--- config.mk ---
export PLATFORM = sky130hd
export DESIGN_NAME = lfsrbm_core
export DESIGN_NICKNAME = d
export VERILOG_FILES = /design/src/pkg/lfsrbm_pkg.sv /design/src/core/lfsrbm_core.sv
export SDC_FILE = /design/constraint.sdc
export NUM_CORES = 1
export LEC_CHECK = 0
export ABC_CLOCK_PERIOD_IN_PS = 3300
export BUFFER_PORTS_ARGS = -buffer_cell sky130_fd_sc_hd__buf_4
export CAP_MARGIN = 20
export CORE_UTILIZATION = 62
export DETAILED_ROUTE_END_ITERATION = 12
export PLACE_DENSITY = 0.9
export SYNTH_ARGS = -nofsm -noshare
export SYNTH_HDL_FRONTEND = slang
export SYNTH_SLANG_ARGS = --single-unit
--- constraint.sdc ---
create_clock -name SYS_CLK_I -period 3.3 [get_ports SYS_CLK_I]
set_input_delay 0.165 -clock SYS_CLK_I [delete_from_list [all_inputs] [get_ports SYS_CLK_I]]
set_output_delay 0.165 -clock SYS_CLK_I [all_outputs]
set_load 0.005 [all_outputs]
--- src/pkg/lfsrbm_pkg.sv ---
// Package of constants and types for the LFSR parity and bit manipulation unit.
package lfsrbm_pkg;

   // ****************************************
   // Widths
   // ****************************************
   localparam int DATA_W = 32;   // Data register width.
   localparam int ACC_W  = 40;   // Accumulator width.
   localparam int IDX_W  = 5;    // Bit index immediate width.
   localparam int HALF_W = 16;   // Destination low half width.
   localparam int ADDR_W = 8;    // APB address width.

   // ****************************************
   // Register offsets (byte addresses)
   // ****************************************
   localparam logic [7:0] OFS_STATE_LO = 8'h00;  // State accumulator bits 31:0.
   localparam logic [7:0] OFS_STATE_HI = 8'h04;  // State accumulator bits 39:32.
   localparam logic [7:0] OFS_MASK_LO  = 8'h08;  // Mask accumulator bits 31:0.
   localparam logic [7:0] OFS_MASK_HI  = 8'h0C;  // Mask accumulator bits 39:32.
   localparam logic [7:0] OFS_DATA     = 8'h10;  // Data register operand.
   localparam logic [7:0] OFS_DEST     = 8'h14;  // Destination register.
   localparam logic [7:0] OFS_CMD      = 8'h18;  // Command, a write executes it.
   localparam logic [7:0] OFS_FLAGS    = 8'h1C;  // Status flags.

   // ****************************************
   // Field positions
   // ****************************************
   localparam int CMD_OP_POS     = 0;   // Operation code, three bits.
   localparam int CMD_IDX_POS    = 4;   // Bit index immediate, five bits.
   localparam int CMD_PAIRED_POS = 12;  // Issued inside a parallel group.
   localparam int FLAGS_W        = 5;   // Flag bits 0..4: cond, zero, neg, carry, ovf.

   // ****************************************
   // Reset values
   // ****************************************
   localparam logic [39:0] RST_ACC  = 40'h00_0000_0000;
   localparam logic [31:0] RST_DATA = 32'h0000_0000;
   localparam logic [31:0] RST_ERR  = 32'h0000_0000;

   // ****************************************
   // Types
   // ****************************************
   // Operations, encoded in declaration order.
   typedef enum logic [2:0] {
      OP_NOP, OP_PAR_SHIFT_D, OP_PAR_D, OP_PAR_FB, OP_PAR_SHIFT_FB,
      OP_BIT_CLR, OP_BIT_SET, OP_BIT_TGL
   } lfsrbm_op_type;

   // Register selected by the address decoder.
   typedef enum logic [3:0] {
      SEL_NONE, SEL_STATE_LO, SEL_STATE_HI, SEL_MASK_LO, SEL_MASK_HI,
      SEL_DATA, SEL_DEST, SEL_CMD, SEL_FLAGS
   } lfsrbm_sel_type;

   // Command as held after a write.
   typedef struct packed {
      logic          paired;
      logic [4:0]    index;
      lfsrbm_op_type op;
   } lfsrbm_cmd_type;

   // Status flags, condition flag in bit 0.
   typedef struct packed {
      logic ovf_flag;
      logic carry_flag;
      logic negative_flag;
      logic zero_flag;
      logic condition_flag;
   } lfsrbm_flags_type;

endpackage

--- src/core/lfsrbm_core.sv ---
// Parity (LFSR) and single-bit datapath with an APB register slave.
//
// The placing of the registers and the APB register port were left to the implementer.
`timescale 1ns/1ps
`default_nettype none

module lfsrbm_core
   import lfsrbm_pkg::*;
#(
   parameter int DW = lfsrbm_pkg::DATA_W,   // Data register width.
   parameter int AW = lfsrbm_pkg::ACC_W     // Accumulator width.
)
(
   // Clock and reset.
   input  wire logic                         SYS_CLK_I,
   input  wire logic                         SRST_I,
   // APB slave.
   input  wire logic                         PSEL_I,
   input  wire logic                         PENABLE_I,
   input  wire logic                         PWRITE_I,
   input  wire logic [lfsrbm_pkg::ADDR_W-1:0] PADDR_I,
   input  wire logic [31:0]                  PWDATA_I,
   output logic      [31:0]                  PRDATA_O,
   output logic                              PREADY_O,
   output logic                              PSLVERR_O,
   // Status.
   output logic                              COND_FLAG_O
);
   import lfsrbm_pkg::*;

   // ****************************************
   // Elaboration checks
   // ****************************************
   // The register map holds the high accumulator part in one word.
   if (DW != 32 || AW <= DW || AW > 2 * DW)
   begin : g_bad_width
      $error("lfsrbm_core: unsupported widths");
   end

   // ****************************************
   // Declarations
   // ****************************************
   logic [AW-1:0]      state_reg, state_next;     // State accumulator.
   logic [AW-1:0]      mask_reg, mask_next;       // Mask accumulator.
   logic [DW-1:0]      data_reg, data_next;       // Data register operand.
   logic [DW-1:0]      dest_reg, dest_next;       // Destination register.
   lfsrbm_cmd_type     cmd_reg, cmd_next;         // Last executed command.
   lfsrbm_flags_type   flags_reg, flags_next;     // Status flags.
   logic [31:0]        rdata_reg, rdata_next;     // Read data for the access phase.
   logic               err_reg, err_next;         // Error for the access phase.
   lfsrbm_sel_type     sel;                       // Decoded register.
   lfsrbm_cmd_type     cmd_w;                     // Command on the write bus.
   logic               refuse;                    // Command may not execute.
   logic               access_wr;                 // Write access phase.
   logic               exec;                      // Command executes this edge.
   logic [AW-1:0]      shifted;                   // State shifted left by one.
   logic [AW-1:0]      data_ext;                  // Data register widened.
   logic               par_shift_d;               // Shifted no-feedback result.
   logic               par_d;                     // Plain no-feedback result.
   logic               par_fb;                    // Feedback result incl. flag.
   logic [DW-1:0]      bit_mask;                  // One-hot of the bit index.
   logic [DW-1:0]      bit_res;                   // Single-bit operation result.

   // ****************************************
   // Functions
   // ****************************************
   // XOR fold from bit zero upward; one output bit.
   function automatic logic xor_fold(input logic [AW-1:0] v);
      logic acc;
      acc = 1'b0;
      for (int i = 0; i < AW; i++)
      begin
         acc = acc ^ v[i];
      end
      return acc;
   endfunction

   // Address to register select; anything else is unmapped.
   function automatic lfsrbm_sel_type addr_decode(input logic [ADDR_W-1:0] a);
      lfsrbm_sel_type s;
      s = SEL_NONE;
      if (a == OFS_STATE_LO)
         s = SEL_STATE_LO;
      else if (a == OFS_STATE_HI)
         s = SEL_STATE_HI;
      else if (a == OFS_MASK_LO)
         s = SEL_MASK_LO;
      else if (a == OFS_MASK_HI)
         s = SEL_MASK_HI;
      else if (a == OFS_DATA)
         s = SEL_DATA;
      else if (a == OFS_DEST)
         s = SEL_DEST;
      else if (a == OFS_CMD)
         s = SEL_CMD;
      else if (a == OFS_FLAGS)
         s = SEL_FLAGS;
      return s;
   endfunction

   // ****************************************
   // Bus decode
   // ****************************************
   // Zero wait states: every access completes in its first access cycle.
   assign PREADY_O  = 1'b1;
   assign PRDATA_O  = rdata_reg;
   assign PSLVERR_O = err_reg;
   assign COND_FLAG_O = flags_reg.condition_flag;

   assign sel        = addr_decode(PADDR_I);
   assign cmd_w.op   = lfsrbm_op_type'(PWDATA_I[CMD_OP_POS +: 3]);
   assign cmd_w.index  = PWDATA_I[CMD_IDX_POS +: IDX_W];
   assign cmd_w.paired = PWDATA_I[CMD_PAIRED_POS];
   // Parity operations may sit in a parallel group; bit operations may not.
   assign refuse    = cmd_w.paired &&
                      (cmd_w.op == OP_BIT_CLR || cmd_w.op == OP_BIT_SET ||
                       cmd_w.op == OP_BIT_TGL);
   assign access_wr = PSEL_I && PENABLE_I && PWRITE_I;
   assign exec      = access_wr && sel == SEL_CMD && !refuse;

   // ****************************************
   // Datapath
   // ****************************************
   // All three parity results are formed in parallel; the command picks one.
   assign shifted  = {state_reg[AW-2:0], 1'b0};
   assign data_ext = {{(AW - DW){1'b0}}, data_reg};
   assign par_shift_d = xor_fold(shifted & data_ext);
   assign par_d       = xor_fold(state_reg & data_ext);
   assign par_fb      = xor_fold(state_reg & mask_reg) ^ flags_reg.condition_flag;
   // Index 0 selects the least significant bit.
   assign bit_mask = DW'(1) << cmd_w.index;

   // Single-bit result for the three bit operations.
   always_comb
   begin
      case (cmd_w.op)
         OP_BIT_CLR: bit_res = data_reg & ~bit_mask;
         OP_BIT_SET: bit_res = data_reg | bit_mask;
         OP_BIT_TGL: bit_res = data_reg ^ bit_mask;
         default:    bit_res = data_reg;
      endcase
   end

   // ****************************************
   // Next state
   // ****************************************
   // Register writes and command execution never share an access,
   // so a single chain covers both without priority questions.
   always_comb
   begin
      state_next = state_reg;
      mask_next  = mask_reg;
      data_next  = data_reg;
      dest_next  = dest_reg;
      cmd_next   = cmd_reg;
      flags_next = flags_reg;
      if (exec)
      begin
         cmd_next = cmd_w;
         case (cmd_w.op)
            OP_PAR_SHIFT_D:
            begin
               state_next = shifted;
               dest_next[HALF_W-1:0] = {{(HALF_W - 1){1'b0}}, par_shift_d};
               flags_next.condition_flag = par_shift_d;
            end
            OP_PAR_D:
            begin
               dest_next[HALF_W-1:0] = {{(HALF_W - 1){1'b0}}, par_d};
               flags_next.condition_flag = par_d;
            end
            OP_PAR_FB:
            begin
               dest_next[HALF_W-1:0] = {{(HALF_W - 1){1'b0}}, par_fb};
               flags_next.condition_flag = par_fb;
            end
            OP_PAR_SHIFT_FB:
            begin
               // No flag is touched here, only the state moves.
               state_next = {state_reg[AW-2:0], par_fb};
            end
            OP_BIT_CLR, OP_BIT_TGL:
            begin
               data_next = bit_res;
               flags_next.zero_flag = (bit_res == '0);
               flags_next.negative_flag = bit_res[DW-1];
               flags_next.carry_flag = 1'b0;
               flags_next.ovf_flag = 1'b0;
            end
            OP_BIT_SET:
            begin
               data_next = bit_res;
               flags_next.zero_flag = 1'b0;
               flags_next.negative_flag = bit_res[DW-1];
               flags_next.carry_flag = 1'b0;
               flags_next.ovf_flag = 1'b0;
            end
            default:
            begin
               cmd_next = cmd_w;
            end
         endcase
      end
      else if (access_wr)
      begin
         // Plain register writes from software.
         if (sel == SEL_STATE_LO)
            state_next[DW-1:0] = PWDATA_I;
         else if (sel == SEL_STATE_HI)
            state_next[AW-1:DW] = PWDATA_I[AW-DW-1:0];
         else if (sel == SEL_MASK_LO)
            mask_next[DW-1:0] = PWDATA_I;
         else if (sel == SEL_MASK_HI)
            mask_next[AW-1:DW] = PWDATA_I[AW-DW-1:0];
         else if (sel == SEL_DATA)
            data_next = PWDATA_I;
         else if (sel == SEL_DEST)
            dest_next = PWDATA_I;
         else if (sel == SEL_FLAGS)
            flags_next = lfsrbm_flags_type'(PWDATA_I[FLAGS_W-1:0]);
      end
   end

   // Read data and error are captured in the setup cycle.
   always_comb
   begin
      rdata_next = RST_ERR;
      err_next   = 1'b0;
      if (sel == SEL_STATE_LO)
         rdata_next = state_reg[DW-1:0];
      else if (sel == SEL_STATE_HI)
         rdata_next = {{(2 * DW - AW){1'b0}}, state_reg[AW-1:DW]};
      else if (sel == SEL_MASK_LO)
         rdata_next = mask_reg[DW-1:0];
      else if (sel == SEL_MASK_HI)
         rdata_next = {{(2 * DW - AW){1'b0}}, mask_reg[AW-1:DW]};
      else if (sel == SEL_DATA)
         rdata_next = data_reg;
      else if (sel == SEL_DEST)
         rdata_next = dest_reg;
      else if (sel == SEL_CMD)
      begin
         rdata_next = 32'(cmd_reg.op) | (32'(cmd_reg.index) << CMD_IDX_POS)
                      | (32'(cmd_reg.paired) << CMD_PAIRED_POS);
         err_next   = PWRITE_I && refuse;
      end
      else if (sel == SEL_FLAGS)
         rdata_next = {{(32 - FLAGS_W){1'b0}}, flags_reg};
      else
         err_next = 1'b1;
   end

   // ****************************************
   // Registers
   // ****************************************
   // Accumulators.
   always_ff @(posedge SYS_CLK_I)
   begin
      if (SRST_I)
      begin
         state_reg <= AW'(RST_ACC);
         mask_reg  <= AW'(RST_ACC);
      end
      else
      begin
         state_reg <= state_next;
         mask_reg  <= mask_next;
      end
   end

   // Data and destination registers.
   always_ff @(posedge SYS_CLK_I)
   begin
      if (SRST_I)
      begin
         data_reg <= RST_DATA;
         dest_reg <= RST_DATA;
      end
      else
      begin
         data_reg <= data_next;
         dest_reg <= dest_next;
      end
   end

   // Command and flags.
   always_ff @(posedge SYS_CLK_I)
   begin
      if (SRST_I)
      begin
         cmd_reg   <= '0;
         flags_reg <= '0;
      end
      else
      begin
         cmd_reg   <= cmd_next;
         flags_reg <= flags_next;
      end
   end

   // Bus answer, loaded only in setup cycles so it holds through access.
   always_ff @(posedge SYS_CLK_I)
   begin
      if (SRST_I)
      begin
         rdata_reg <= RST_ERR;
         err_reg   <= 1'b0;
      end
      else if (PSEL_I && !PENABLE_I)
      begin
         rdata_reg <= rdata_next;
         err_reg   <= err_next;
      end
   end
endmodule

`default_nettype wire

After elaboration in Yosys (flattened, before gate mapping)
Cells that the tools add are included.

cells by class
  div/mod/pow operators = 0
  multipliers = 0
  add/sub/neg operators = 0
  eq/ne operators = 32
  order comparisons = 0
  reduce and logical (&&, ||, !) cells = 30
  bitwise gates (word level) = 133
  multiplexer cells = 59
  shift-type cells = 1

operators with widths
  kind                  number
  $mux 32               15
  $mux 16               8
  $xor 1x1->1           118
  $pmux 32 s3           1
  $and 40x32->40        2
  $mux 40               2
  $pmux 40 s2           1
  $mux 5                10
  $pmux 16 s3           1
  $and 40x40->40        1
  $and 32x32->32        1
  $eq 8x5->1 const B    4
  $logic_not 32->1      1
  $mux 4                8
  $not 32->32           1
  $or 32x32->32         1
  $shl 1x5->32 const A  1
  $xor 32x32->32        1
  $reduce_and 9->1      2
  $eq 4x3->1 const B    4
  $eq 8x4->1 const B    2
  $mux 8                2
  $reduce_and 8->1      2
  $ne 2x2->1 const B    7
  other kinds (28)      59

storage, ports and cells
  bits in read-only memories = 0
  bits in latches = 0
  memories = 0
  RAM bits = 0
  register bits after elaboration = 191
  output and inout bits = 35
  word-level logic and storage cells = 272

Longest topological paths before layout
  depth in word-level cells = 43
  gate-level depth with buffers = 12
  depth with buffers taken out = 11

Worst setup path before layout
OpenSTA, ideal clock, no wires.

  path kind = input -> register
  start = input PWDATA_I[5]
  end = register flags_reg[1] (netlist name)
  arrival = 2.599 ns
  stages = 11
  path buffers = 1
  path slack = 0.628 ns
  cell sequence = clkbuf_1 and3b_1 nand2_1 ha_1 mux2_4 a221oi_2 nor2b_1 nand4_1 or4_1 o31a_1 nor3_2

on the way
  longest elaborated chain between the ends = 7
  elaborated cells between the ends (all ways) = 9
  classes of those cells = shift: 1; mux: 3; bitwise: 4; reduce/logical: 1

RTL lines
  element                 RTL line            text
  start: declaration      lfsrbm_core.sv:22   input wire logic [31:0] PWDATA_I,
  $shl 1x5->32 *          lfsrbm_core.sv:131  assign bit_mask = DW'(1) << cmd_w.index;
  $not 32->32             lfsrbm_core.sv:137  OP_BIT_CLR: bit_res = data_reg & ~bit_mask;
  $and 32x32->32          lfsrbm_core.sv:137
  $pmux 32 s3 *           lfsrbm_core.sv:136  case (cmd_w.op)
  $logic_not 32->1 *      lfsrbm_core.sv:185  flags_next.zero_flag = (bit_res == '0);
  $pmux 4 s2 *            lfsrbm_core.sv:160  case (cmd_w.op)
  $mux 5 *                lfsrbm_core.sv:157  if (exec)
  end signal: assignment  lfsrbm_core.sv:297  flags_reg <= flags_next;
  end: declaration        lfsrbm_core.sv:48   lfsrbm_flags_type flags_reg, flags_next;

Every way passes the cells marked *; elsewhere a longest branch is shown, timed or not. The select of a mux whose other input is x is not followed.
A chain may end at the register's enable or synchronous reset.

Worst setup path after layout
  start = register data_reg[7]
  end = register flags_reg[1] (netlist name)

on the way
  longest elaborated chain between the ends = 5
  elaborated cells between the ends (all ways) = 7
  classes of those cells = mux: 3; bitwise: 3; reduce/logical: 1

RTL lines
  element                                 RTL line            text
  start: declaration                      lfsrbm_core.sv:45   logic [DW-1:0] data_reg, data_next;
  start signal: assignment                lfsrbm_core.sv:281  data_reg <= data_next;
  $xor 32x32->32 (tied with other cells)  lfsrbm_core.sv:139  OP_BIT_TGL: bit_res = data_reg ^ bit_mask;
  $pmux 32 s3 *                           lfsrbm_core.sv:136
  $logic_not 32->1 *                      lfsrbm_core.sv:185
  $pmux 4 s2 *                            lfsrbm_core.sv:160
  $mux 5 *                                lfsrbm_core.sv:157

Marks and branches as above.

==> impl_metrics.toml <==
[finish]
multi_input_area_mm2 = 0.00751
mostFrequentLayoutCell = "nand2_1"
drive_gt1_frac = 0.122
layout.nets = 1736
n_antenna_cell = 0
area_delta_synth_final_pct = 13.6
layout_common_cells = "nand2_1 (400), dfxtp_1 (191), a21oi_1 (155)"
seq_area_mm2 = 0.00382
stdcell_count = 1874
fillers = 1437

[sta]
setup_violations = 0
finalMaxSlewViolations = 0
period_share = 0.844
timing.setup.tns_ns = 0
slew_headroom = 0.249
worst_pin_slew_ns = 1.13
fmax_mhz = 359
skew_ns = 0.0124
hold_viol_final = 0
fin_crit_ns = 2.79
rsz0062_at_grt = "false"

[worst_setup_path]
path_cells = "inv_1, ha_1, mux2_4, a221oi_2, nor2b_1, nand4_1, or4_1, o31a_1, nor3_2"
crit_path_top_delay_cell = "dfxtp_1"
crit_family = "simple AND/OR/NAND/NOR gates"
r2r_end = "flags_reg[1]"
r2r_start = "data_reg[7]"
r2r_slack_ns = 0.51
start_kind = "register"
crit_path_max_incr_delay_ns = 0.59
crit_buf_inv = 1
critPathKind = "register to register"
r2r.worst_path.cells = 9
arrival_ns = 3.16
endpoint_kind = "register"
required_ns = 3.67
critPathMaxFanout = 7

[hold_path]
hp-class = "input pin to register"
hold_end = "dest_reg[11]"
worstHoldStart = "PWDATA_I[11]"
min_path_cells = 3

[floorplanning]
fp-row-count = 50
ios = 80
die_area_mm2 = 0.0198
die_h_um = 141
start_util = 0.635
die_w_um = 141
core_mm2 = 0.0188

[place]
portBuffers = 78
routabilityCongestion = 1.02
dp_cells = 1828
dp_hpwl_um = 30600

[power_and_ir_drop]
clkPwrFrac = 0.440
p_int_mw = 3.66
p_comb_frac = 0.094
p_per_area_mw_per_mm2 = 371
p_sw_frac = 0.271
p_sw_mw = 1.36
ir_drop_mv = 0.370
p_leak_nw = 4.59
seqPwrFrac = 0.466

[route]
initialDrtViolationCount = 1892
via_per_inst = 6.85
num_vias = 12800
wire_per_inst_um = 23.3
routed_wl_um = 43600
drt.antenna.violating_nets = 0
drc = 0
drt-pass1-iter-count = 9

[clock_network]
cts_made_buffers = 17
cts_setup_buffers = 0
cts_root_buffer = "clkbuf_16"
cts_resized = 0
clkSlewWorstSetupHoldPaths_ns = 0.08
htree_num_levels = 4
clk_latency_ns = 0.45
cts_tree = "done"
clock_path_buffers = 2
clock-sinks = 191

[yosys]
netlist_area_mm2 = 0.0119
yosysSeqAreaShare = 0.321
synth_area_leaders = "dfxtp_1 (32%), nand2_1 (13%), ha_1 (6.7%)"
ys_ff_latch = 191
synthCells = 1581
synthArstFlopShare = 0
synth_nets = 1690
yosysTopAreaCell = "dfxtp_1"
synth_edf_count = 0
synth_top_area_share = 0.321
synth.distinct_cells = 65
ys.flop_type = "dfxtp_1"
yosys_warnings = 0
avgSynthCellArea_um2 = 7.53

[global_routing]
antenna_found_initial = 0
grt_pass1_wl_um = 66600
grt_pass1_vias = 11900
grt_max_degree = 87
grt-ovfl-total = 0
track_usage = 0.441

[job]
maxCapViolations = 0

[run_status]
status = "complete, no violations"
==> per-stage QoR <==
stage / worst slack, ns / util / power, mW / area [um^2] / hold WS [ns]
3_5_place_dp: 0.400 / 0.681 / 2.83 / 12800 / 0.446
6_report: 0.515 / 0.721 / 5.02 / 13500 / 0.000573
2_1_floorplan: 0.628 / - / 2.63 / 11900 / 0.301
3_3_place_gp: 0.546 / 0.681 / 2.82 / 12800 / 0.436
4_1_cts: 0.547 / 0.721 / 4.97 / 13500 / 0.00141
5_1_grt: 0.426 / 0.721 / 5.11 / 13500 / 0.00267
==> what timing repair did <==
| item | CTS | global route |
|---|---|---|
| hold buffers | 13 | 1 |
| hold endpoints to repair | 22 | 1 |
| setup endpoints to repair | 0 | 0 |
==> worst register-to-register path, stage by stage, from the launching register on <==
cell	delay, ns
dfxtp_1	0.59
inv_1	0.09
ha_1	0.30
mux2_4	0.27
a221oi_2	0.28
nor2b_1	0.16
nand4_1	0.07
or4_1	0.54
o31a_1	0.32
nor3_2	0.09
==> synthesized netlist by cell type, types with 29 or more instances <==
master / count
inv_1: 36
nand2_1: 400
ha_1: 64
a22oi_1: 59
dfxtp_1: 191
nand3_1: 29
o21ai_0: 33
a311oi_1: 42
nor2_1: 130
clkbuf_1: 81
xnor2_1: 77
a21oi_1: 155
==> layer usage <==
layer | track usage | vias to the layer above | part of all wire
met2 | 0.679 | 1053 | 0.43
met5 | 0 | - | 0
met4 | 0.316 | 0 | 0.083
li1 | - | 5572 | -
met1 | 0.545 | 5917 | 0.36
met3 | 0.101 | 286 | 0.13
==> cell type report <==
class	instances	area share
clock buffers	17	0.0314
clock inverters	15	0.0146
inverters	36	0.00998
multi-input cells	1240	0.555
flip-flops and latches	191	0.282
well taps	234	0.0216
repair buffers	141	0.0848
==> kinds of logic (layout without fill, tap and decap cells) <==
kind of cell | Yosys count | after routing | share of synthesized area
other cells | 1 | 1 | 0.000315
compound gates | 384 | 384 | 0.212
simple gates | 644 | 644 | 0.227
xor+xnor | 101 | 101 | 0.0754
flops | 191 | 191 | 0.321
fa+ha+maj | 64 | 64 | 0.0672
mux | 46 | 46 | 0.0450
buf+inv | 150 | 209 | 0.0521
==> power by group through the flow <==
stage	combinational, mW	sequential (mW)	clock [mW]
finish	0.473	2.34	2.21
global route	0.494	2.34	2.28
CTS	0.450	2.34	2.18
detailed placement	0.436	2.39	0
global placement	0.430	2.39	0
floorplan	0.242	2.39	0
==> worst max-delay path by stage <==
stage,startpoint,endpoint,cells after the start
2_1_floorplan,PWDATA_I[5],flags_reg[1],11
3_3_place_gp,PWDATA_I[4],flags_reg[1],12
3_5_place_dp,PWDATA_I[4],flags_reg[1],12
4_1_cts,data_reg[7],flags_reg[1],9
5_1_grt,data_reg[7],flags_reg[1],9
6_report,data_reg[7],flags_reg[1],9
Power figures use the tool's default switching activity.
